$ cat src/verilog/clkgen_pkg.sv
// constants for the clock generator control block
package clkgen_pkg;
   localparam int ADDR_W = 4;
   localparam int DATA_W = 8;
   localparam logic [ADDR_W-1:0] OFF_CTRL_ONE = 4'h0;
   localparam logic [ADDR_W-1:0] OFF_CTRL_TWO = 4'h1;
   localparam logic [ADDR_W-1:0] OFF_STATUS = 4'h2;
   localparam logic [DATA_W-1:0] CTRL_ONE_RST = 8'h04;
   localparam logic [DATA_W-1:0] CTRL_TWO_RST = 8'h40;
   localparam int SRC_HI = 7;
   localparam int SRC_LO = 6;
   localparam int EXT_REF_DIVIDER_HI = 5;
   localparam int EXT_REF_DIVIDER_LO = 3;
   localparam int REF_SELECT_INTERNAL_B = 2;
   localparam int INT_REF_OUT_ENABLE_B = 1;
   localparam int IRSTOP_B = 0;
   localparam int BUS_CLOCK_DIVIDER_HI = 7;
   localparam int BUS_CLOCK_DIVIDER_LO = 6;
   localparam int RANGE_B = 5;
   localparam int HGO_B = 4;
   localparam int LP_B = 3;
   localparam int EXT_SOURCE_OSC_SELECT_B = 2;
   localparam int EXT_REF_OUT_ENABLE_B = 1;
   localparam int ERSTOP_B = 0;
   localparam logic [1:0] SRC_LOOP = 2'h0;
   localparam logic [1:0] SRC_INT = 2'h1;
   localparam logic [1:0] SRC_EXT = 2'h2;
   localparam logic [1:0] SRC_RSVD = 2'h3;
   localparam logic [2:0] EXT_REF_DIVIDER_MAX_EXTRA_DIV_BY_32 = 3'h5;
   localparam int EXTRA_DIV_BY_32_SHIFT = 5;
   localparam int DIV_W = 11;
   localparam int BUS_DIV_W = 4;
   localparam int CNT_W = 11;
endpackage

$ cat src/verilog/clk_divider.sv
// divide-by-n enable pulse generator
`timescale 1ns/1ps
module clk_divider (
   input wire logic clk,
   input wire logic rst_n,
   input wire logic tick_in,
   input wire logic [clkgen_pkg::CNT_W-1:0] divisor,
   output logic tick_out
);
   logic [clkgen_pkg::CNT_W-1:0] cnt_r;
   logic [clkgen_pkg::CNT_W-1:0] cnt_nxt;
   logic wrap;
   assign wrap = (cnt_r + clkgen_pkg::CNT_W'(1)) >= divisor;
   assign cnt_nxt = !tick_in ? cnt_r : (wrap ? '0 : cnt_r + clkgen_pkg::CNT_W'(1));
   always_ff @(posedge clk or negedge rst_n) begin
      if (!rst_n) begin
         cnt_r <= '0;
         tick_out <= 1'b0;
      end else begin
         cnt_r <= cnt_nxt;
         tick_out <= tick_in && wrap;
      end
   end
endmodule

$ cat src/verilog/clock_generator_control_regs.sv
// clock generator control registers, source select and dividers
//
// The plain strobed port and the placing of the registers are this design's own decisions.
`timescale 1ns/1ps
//
// Behaviour
// - source select: 00 loop, 01 internal, 10 external
// - reserved source code 11 acts as 00
// - fll low range: divide by 2^code
// - fll high range extra_div_by_32: 32..1024, 6-7 reserved
// - pll external reference: divide by 2^code
// - ref select bit: 1 internal, 0 external
// - internal reference output enable bit
// - internal reference kept in stop conditionally
// - bus divider 1/2/4/8, resets to 2
// - range bit: 1 high, 0 low
// - gain bit: 1 high gain, 0 low power
// - low power bit disables loop when bypassed
// - external source: 1 oscillator, 0 clock
// - external reference output enable bit
// - external reference kept in stop conditionally
module clock_generator_control_regs (
   input wire logic clk,
   input wire logic rst_n,
   input wire logic [clkgen_pkg::ADDR_W-1:0] addr,
   input wire logic [clkgen_pkg::DATA_W-1:0] wdata,
   input wire logic wr_en,
   input wire logic rd_en,
   input wire logic stop_req,
   input wire logic pll_select,
   input wire logic int_ref_tick,
   input wire logic ext_ref_tick,
   input wire logic loop_tick,
   output logic [clkgen_pkg::DATA_W-1:0] rdata,
   output logic [1:0] sys_src_active,
   output logic sys_clk_tick,
   output logic bus_clk_tick,
   output logic ext_ref_div_tick,
   output logic int_ref_clock_out,
   output logic ext_ref_clock_out,
   output logic int_ref_enable,
   output logic ext_ref_enable,
   output logic loop_enable,
   output logic osc_high_range,
   output logic osc_high_gain,
   output logic ext_source_osc_select,
   output logic div_reserved
);
   typedef enum logic [2:0] {
      ST_LOOP_ENGAGED = 3'h0,
      ST_LOOP_BYPASSED = 3'h1,
      ST_LOW_POWER = 3'h3,
      ST_STOP = 3'h2,
      ST_SPARE = 3'h6
   } mode_t;

   logic [clkgen_pkg::DATA_W-1:0] clock_control_one_r;
   logic [clkgen_pkg::DATA_W-1:0] clock_control_two_r;
   logic stop_s1_r;
   logic stop_s2_r;
   mode_t mode_r;
   mode_t mode_nxt;
   logic prior_int_r;
   logic prior_ext_r;

   function automatic logic [clkgen_pkg::CNT_W-1:0] pow2(input logic [2:0] code);
      pow2 = clkgen_pkg::CNT_W'(1) << code;
   endfunction

   // register fields
   wire [1:0] sys_clk_source_sel =
      clock_control_one_r[clkgen_pkg::SRC_HI:clkgen_pkg::SRC_LO];
   wire [2:0] ext_ref_divider =
      clock_control_one_r[clkgen_pkg::EXT_REF_DIVIDER_HI:clkgen_pkg::EXT_REF_DIVIDER_LO];
   wire ref_select_internal = clock_control_one_r[clkgen_pkg::REF_SELECT_INTERNAL_B];
   wire int_ref_out_enable = clock_control_one_r[clkgen_pkg::INT_REF_OUT_ENABLE_B];
   wire int_ref_stop_keep = clock_control_one_r[clkgen_pkg::IRSTOP_B];
   wire [1:0] bus_clock_divider =
      clock_control_two_r[clkgen_pkg::BUS_CLOCK_DIVIDER_HI:clkgen_pkg::BUS_CLOCK_DIVIDER_LO];
   wire range_high = clock_control_two_r[clkgen_pkg::RANGE_B];
   wire gain_high = clock_control_two_r[clkgen_pkg::HGO_B];
   wire bypass_low_power = clock_control_two_r[clkgen_pkg::LP_B];
   wire ext_osc_sel = clock_control_two_r[clkgen_pkg::EXT_SOURCE_OSC_SELECT_B];
   wire ext_ref_out_enable = clock_control_two_r[clkgen_pkg::EXT_REF_OUT_ENABLE_B];
   wire ext_ref_stop_keep = clock_control_two_r[clkgen_pkg::ERSTOP_B];

   // effective source, reserved code folded onto loop
   wire [1:0] src_eff = (sys_clk_source_sel == clkgen_pkg::SRC_RSVD) ?
      clkgen_pkg::SRC_LOOP : sys_clk_source_sel;
   wire src_bypassed = src_eff != clkgen_pkg::SRC_LOOP;
   wire in_stop = stop_s2_r;

   // reference divider selection
   wire extra_div_by_32_mode = range_high && !pll_select;
   wire ext_ref_divider_reserved = extra_div_by_32_mode && (ext_ref_divider > clkgen_pkg::EXT_REF_DIVIDER_MAX_EXTRA_DIV_BY_32);
   wire [clkgen_pkg::CNT_W-1:0] ext_ref_divider_factor = extra_div_by_32_mode ?
      (pow2(ext_ref_divider) << clkgen_pkg::EXTRA_DIV_BY_32_SHIFT) : pow2(ext_ref_divider);
   wire [clkgen_pkg::CNT_W-1:0] bus_clock_divider_factor = pow2({1'b0, bus_clock_divider});

   // which references the current mode consumes
   wire mode_uses_int = ref_select_internal || src_eff == clkgen_pkg::SRC_INT;
   wire mode_uses_ext = (!ref_select_internal && src_eff != clkgen_pkg::SRC_INT) ||
      src_eff == clkgen_pkg::SRC_EXT;

   // reference enables, stop handling
   wire int_en_nxt = in_stop ? (int_ref_stop_keep && (int_ref_out_enable || prior_int_r)) :
      (int_ref_out_enable || mode_uses_int);
   wire ext_en_nxt = in_stop ? (ext_ref_stop_keep && (ext_ref_out_enable || prior_ext_r)) :
      (ext_ref_out_enable || mode_uses_ext);
   wire loop_en_nxt = (mode_nxt == ST_LOOP_ENGAGED) || (mode_nxt == ST_LOOP_BYPASSED);

   // selected source tick
   wire src_tick = (src_eff == clkgen_pkg::SRC_INT) ? int_ref_tick :
      (src_eff == clkgen_pkg::SRC_EXT) ? ext_ref_tick : loop_tick;

   // read mux
   wire [clkgen_pkg::DATA_W-1:0] status_word = {2'h0, ext_ref_divider_reserved, loop_enable,
      ext_ref_enable, int_ref_enable, src_eff};
   wire [clkgen_pkg::DATA_W-1:0] rd_mux =
      (addr == clkgen_pkg::OFF_CTRL_ONE) ? clock_control_one_r :
      (addr == clkgen_pkg::OFF_CTRL_TWO) ? clock_control_two_r :
      (addr == clkgen_pkg::OFF_STATUS) ? status_word : '0;

   always_comb begin
      case (mode_r)
         ST_STOP: begin
            mode_nxt = in_stop ? ST_STOP : ST_LOOP_ENGAGED;
         end
         ST_LOOP_ENGAGED, ST_LOOP_BYPASSED, ST_LOW_POWER: begin
            if (in_stop) begin
               mode_nxt = ST_STOP;
            end else if (!src_bypassed) begin
               mode_nxt = ST_LOOP_ENGAGED;
            end else if (bypass_low_power) begin
               mode_nxt = ST_LOW_POWER;
            end else begin
               mode_nxt = ST_LOOP_BYPASSED;
            end
         end
         default: begin
            mode_nxt = ST_LOOP_ENGAGED;
         end
      endcase
   end

   always_ff @(posedge clk or negedge rst_n) begin
      if (!rst_n) begin
         clock_control_one_r <= clkgen_pkg::CTRL_ONE_RST;
         clock_control_two_r <= clkgen_pkg::CTRL_TWO_RST;
      end else if (wr_en) begin
         if (addr == clkgen_pkg::OFF_CTRL_ONE) begin
            clock_control_one_r <= wdata;
         end
         if (addr == clkgen_pkg::OFF_CTRL_TWO) begin
            clock_control_two_r <= wdata;
         end
      end
   end

   always_ff @(posedge clk or negedge rst_n) begin
      if (!rst_n) begin
         stop_s1_r <= 1'b0;
         stop_s2_r <= 1'b0;
         mode_r <= ST_LOOP_ENGAGED;
         prior_int_r <= 1'b0;
         prior_ext_r <= 1'b0;
      end else begin
         stop_s1_r <= stop_req;
         stop_s2_r <= stop_s1_r;
         mode_r <= mode_nxt;
         if (!in_stop) begin
            prior_int_r <= mode_uses_int;
            prior_ext_r <= mode_uses_ext;
         end
      end
   end

   always_ff @(posedge clk or negedge rst_n) begin
      if (!rst_n) begin
         rdata <= '0;
         sys_src_active <= clkgen_pkg::SRC_LOOP;
         sys_clk_tick <= 1'b0;
         int_ref_clock_out <= 1'b0;
         ext_ref_clock_out <= 1'b0;
         int_ref_enable <= 1'b0;
         ext_ref_enable <= 1'b0;
         loop_enable <= 1'b1;
         osc_high_range <= 1'b0;
         osc_high_gain <= 1'b0;
         ext_source_osc_select <= 1'b0;
         div_reserved <= 1'b0;
      end else begin
         rdata <= rd_en ? rd_mux : '0;
         sys_src_active <= src_eff;
         sys_clk_tick <= src_tick && !in_stop;
         int_ref_clock_out <= int_ref_out_enable && int_en_nxt && int_ref_tick;
         ext_ref_clock_out <= ext_ref_out_enable && ext_en_nxt && ext_ref_tick;
         int_ref_enable <= int_en_nxt;
         ext_ref_enable <= ext_en_nxt;
         loop_enable <= loop_en_nxt;
         osc_high_range <= range_high;
         osc_high_gain <= gain_high;
         ext_source_osc_select <= ext_osc_sel;
         div_reserved <= ext_ref_divider_reserved;
      end
   end

   clk_divider u_bus_div (
      .clk(clk),
      .rst_n(rst_n),
      .tick_in(sys_clk_tick),
      .divisor(bus_clock_divider_factor),
      .tick_out(bus_clk_tick)
   );

   // reserved codes hold the divider stopped
   clk_divider u_ref_div (
      .clk(clk),
      .rst_n(rst_n),
      .tick_in(ext_ref_tick && !ext_ref_divider_reserved),
      .divisor(ext_ref_divider_factor),
      .tick_out(ext_ref_div_tick)
   );

   AST_RSVD_SRC: assert property (@(posedge clk) disable iff (!rst_n)
      sys_clk_source_sel == clkgen_pkg::SRC_RSVD |=> sys_src_active == clkgen_pkg::SRC_LOOP)
      else $error("reserved source not mapped to loop");
   AST_SRC_MAP: assert property (@(posedge clk) disable iff (!rst_n)
      sys_clk_source_sel == clkgen_pkg::SRC_INT |=> sys_src_active == clkgen_pkg::SRC_INT)
      else $error("internal source not selected");
   AST_BUS_CLOCK_DIVIDER_RST: assert property (@(posedge clk) disable iff (!rst_n)
      $rose(rst_n) |-> bus_clock_divider == 2'h1)
      else $error("bus divider reset wrong");
   AST_EXT_REF_DIVIDER_RSVD: assert property (@(posedge clk) disable iff (!rst_n)
      (extra_div_by_32_mode && ext_ref_divider > 3'h5) |=> div_reserved)
      else $error("reserved divider not flagged");
   AST_EXT_REF_DIVIDER_FACT: assert property (@(posedge clk) disable iff (!rst_n)
      (pll_select || !range_high) |-> ext_ref_divider_factor == pow2(ext_ref_divider))
      else $error("divide factor wrong");
   AST_PLL_FACT: assert property (@(posedge clk) disable iff (!rst_n)
      (pll_select && ext_ref_divider == 3'h7) |-> ext_ref_divider_factor == 11'h080)
      else $error("pll divide factor wrong");
   AST_INT_STOP: assert property (@(posedge clk) disable iff (!rst_n)
      (in_stop && !int_ref_stop_keep) |=> !int_ref_enable)
      else $error("internal reference kept in stop");
   AST_EXT_STOP: assert property (@(posedge clk) disable iff (!rst_n)
      (in_stop && ext_ref_stop_keep && ext_ref_out_enable) |=> ext_ref_enable)
      else $error("external reference lost in stop");
   AST_LP: assert property (@(posedge clk) disable iff (!rst_n)
      (mode_r == ST_LOW_POWER) |-> !loop_enable ##0 1'b1)
      else $error("loop on in low power bypass");
   AST_IROUT: assert property (@(posedge clk) disable iff (!rst_n)
      !int_ref_out_enable |=> !int_ref_clock_out)
      else $error("internal reference output active");
   AST_EROUT: assert property (@(posedge clk) disable iff (!rst_n)
      !ext_ref_out_enable |=> !ext_ref_clock_out)
      else $error("external reference output active");
   COV_LP: cover property (@(posedge clk) mode_r == ST_LOW_POWER);
   COV_STOP: cover property (@(posedge clk) mode_r == ST_STOP);
   COV_BUS: cover property (@(posedge clk) bus_clk_tick);
   COV_EXT: cover property (@(posedge clk) sys_src_active == clkgen_pkg::SRC_EXT);
endmodule

$ cat config.mk
export PLATFORM = sky130hd
export DESIGN_NAME = clock_generator_control_regs
export DESIGN_NICKNAME = d
export VERILOG_FILES = /design/src/verilog/clkgen_pkg.sv /design/src/verilog/clk_divider.sv /design/src/verilog/clock_generator_control_regs.sv
export SDC_FILE = /design/constraint.sdc
export NUM_CORES = 1
export LEC_CHECK = 0
export ABC_AREA = 1
export BUFFER_PORTS_ARGS = -buffer_cell sky130_fd_sc_hd__buf_4
export CAP_MARGIN = 25
export CORE_UTILIZATION = 52
export DETAILED_ROUTE_END_ITERATION = 8
export PLACE_DENSITY = 0.71
export SYNTH_ARGS = -nofsm -noshare
export SYNTH_HDL_FRONTEND = slang
export SYNTH_SLANG_ARGS = --single-unit
$ cat constraint.sdc
create_clock -name clk -period 2.1 [get_ports clk]
set_input_delay 0.21 -clock clk [delete_from_list [all_inputs] [get_ports clk]]
set_output_delay 0.21 -clock clk [all_outputs]
set_load 0.005 [all_outputs]
==> impl_metrics.yaml <==
run_status:
  status: "complete, but fails checks"
  violations: "negative setup slack"
clock_network:
  clk_pin_slew_worst_paths_ps: 80
  htreeDepth: 3
  cts_root_buf: "clkbuf_8"
  numCtsBuffers: 9
  clk_path_buf_depth: 2
  worst_skew_pair.late_latency_ps: 340
  cts_tree: "built"
  numClockSinks: 66
die:
  fp.dieW_um: 84.97
  rows: 29
  core_um2: 6495
  io_pins: 43
  die-height_um: 84.97
  start_util_pct: 55.11
  dieArea_um2: 7220
route:
  vias: 3084
  drc_errors: 0
  routedWlPerCell_um: 13.11
  dr.pass1.iters: 7
  via_per_inst: 5.166
  drtAntennaViolNets: 0
  drt_first_iter_violations: 150
  routed_wl_mm: 7.829
synthesis:
  syn_area_per_cell_um2: 8.062
  synth_seq_area_share_pct: 46.24
  synthesis.area_um2: 3580
  synth_cells: 444
  yosysWarnings: 0
  ys_types: 35
  synth-seq-cells: 66
  syn_nets: 484
power:
  pwr_density_cell_nw_per_um2: 976.3
  p_leak_nw: 2.330
  p_int_mw: 2.960
  p_switching_mw: 1.463
  clockPowerShare_pct: 30.0
  switching_share_pct: 33.08
  pwr-share-seq_pct: 36.4
  p_comb_share_pct: 33.6
  ir_worst_vdd_v: 0.0007561
global_route:
  grt_antenna_before_repair: 0
  grt_max_degree: 67
  grt_pass1_wl_mm: 13.54
  grt.overflow.total: 0
  grt_pass1_vias: 2917
  grt_util_all_layers_pct: 24.08
placed_design:
  dp_slack_ps: -284.9
  hpwl_mm: 5.509
  gp_congestion: 0.8635
  place_area_um2: 4074
  io_buffer_count: 42
timing:
  finalCriticalPeriod_ps: 2369
  timing.final.crit_share_pct: 112.8
  max_slew_margin_pct: 45.75
  drv_slew: 0
  finalSetupViolCount: 12
  fmax_ghz: 0.4221
  finalClockSkew_ps: 10.76
  rsz0062_at_grt: "true"
  timing.final.hold_violations: 0
  tightest_slew_ps: 813.7
  setup_ws_ps: -269.3
worst_setup_path:
  cp-startpoint: "u_ref_div.cnt_r[1]"
  cp_max_fo: 3
  required_ps: 2370
  path_class: "flip-flop to flip-flop"
  start_kind: "flip-flop"
  end_kind: "flip-flop"
  worstPathArrival_ps: 2630
  r2r-start: "u_ref_div.cnt_r[1]"
finish:
  final_net_count: 555
  num_antenna_cells: 0
  layout_commonest_cell: "nand2_1"
  drive_above_1_share_pct: 26.35
  syn2layout_area_growth_pct: 26.56
  nFillCells: 521
  final_cell_mix: "nand2_1 (109), buf_4 (67), inv_1 (65)"
  final_core_util_pct: 69.76
  fin_area_um2: 4531
flow_run:
  max_cap_violations: 0
min_path:
  min-delay-path-class: "input pin to flip-flop"
  worstHoldStart: "wdata[2]"
[synth_stat cells, drive strengths merged]
master	n	area, um2
nand2	116	445.4
inv	72	270.3
dfrtp	63	1577
o21ai	40	200.2
nor2	38	202.7
nand3	29	145.1
ha	19	237.7
a21oi	13	65.06
buf	8	55.05
nand4	8	56.30
a22oi	5	37.54
nor3	5	25.02
xor2	5	43.79
or2	4	25.03
dfstp	3	78.83
xnor2	3	26.28
a31o	2	17.52
clkbuf	2	7.510
o211ai	2	15.01
a21boi	1	7.510
a31oi	1	6.260
and3	1	6.260
nor4	1	6.260
o21a	1	7.510
o221ai	1	8.760
o22ai	1	6.260
[metal layers]
metal  up-vias  wire [um]  global-route usage (%)  share of wire (%)
li1       1558          -                       -                  -
met1      1432       3469                   32.16                 44
met2        84       3847                   39.52                 49
met3        10        406                   4.767                5.2
met4         0        105                   8.012                1.3
met5         -          0                       0                  0
[cell families after synthesis]
logic type / Yosys count / share of synthesized area [%]
and+or+nand+nor: 202 / 25.48
buffers and inverters: 82 / 9.297
AOI/OAI and AO/OA: 67 / 10.38
DFF: 66 / 46.24
adders and majority gates: 19 / 6.641
xor gates and xnor gates: 8 / 1.957
[critical path, stage by stage, from the launching register on]
cell and delay [ps]:
dfrtp_1 360, ha_2 190, nand3_2 100, nor2_4 140, nand3_2 110, o21ai_2 170, nand2_2 100, ha_4 230
a21oi_2 140, o21a_1 140, nand4_1 160, buf_4 200, buf_4 130, o21ai_2 120
[area by class of cell]
cell class	instances	area (um2)	area share, %
Multi-Input combinational cell	296	1724	38.06
Clock inverter	7	125.1	2.762
Inverter	72	270.3	5.965
Sequential cell	66	1657	36.56
Timing Repair Buffer	70	534.3	11.79
Clock buffer	9	123.9	2.734
Tap cell	77	96.34	2.126
[state kept, by name, summed over array words and instances, names as in the netlist, 2 cells and up]
| register | cells |
|---|---|
| clock_control_one_r | 8 |
| clock_control_two_r | 8 |
| mode_r | 2 |
| rdata | 8 |
| sys_src_active | 2 |
| u_bus_div.cnt_r | 11 |
| u_ref_div.cnt_r | 11 |
[per-stage QoR]
step | setup TNS (ps) | instances | hold slack (ps) | total power [mW]
4_1_cts | -1491 | 591 | 87.74 | 4.231
6_report | -2236 | 597 | 100.6 | 4.423
5_1_grt | -3918 | 597 | 116.9 | 4.710
3_3_place_gp | -903.2 | 570 | 322.9 | 2.776
2_1_floorplan | -1181 | 444 | -85.59 | 2.363
3_5_place_dp | -2463 | 570 | 322.1 | 2.810
[timing repair]
item / in CTS / in global routing
hold endpoints to repair: 64 / 0
pin swaps: 4 / 5
cloned: 0 / 0
setup buffers: 3 / 6
hold buffers: 2 / 0
resized for setup: 9 / 20
setup endpoints to repair: 12 / 17
[power by group through the flow]
stage,clock (mW),combinational [mW],sequential (mW)
global route,1.41,1.67,1.64
floorplan,0,0.767,1.60
global placement,0,1.15,1.63
finish,1.32,1.49,1.61
CTS,1.35,1.27,1.61
detailed placement,0,1.18,1.63
[worst paths after layout]
| path | end | slack, ps | cells past startpoint |
|---|---|---|---|
| worst max-delay path | u_ref_div.cnt_r[0] | -270 | 13 |
| worst min-delay path | clock_control_one_r[2] | 100 | 3 |
| worst max register to register | u_ref_div.cnt_r[0] | -270 | 13 |
| worst min register to register | in_stop | 360 | 0 |
| max in group asynchronous | u_bus_div.cnt_r[2] | 1010 | 2 |
| min in group asynchronous | u_ref_div.cnt_r[6] | 490 | 2 |
Note: power is estimated with default switching activity, not from simulation.
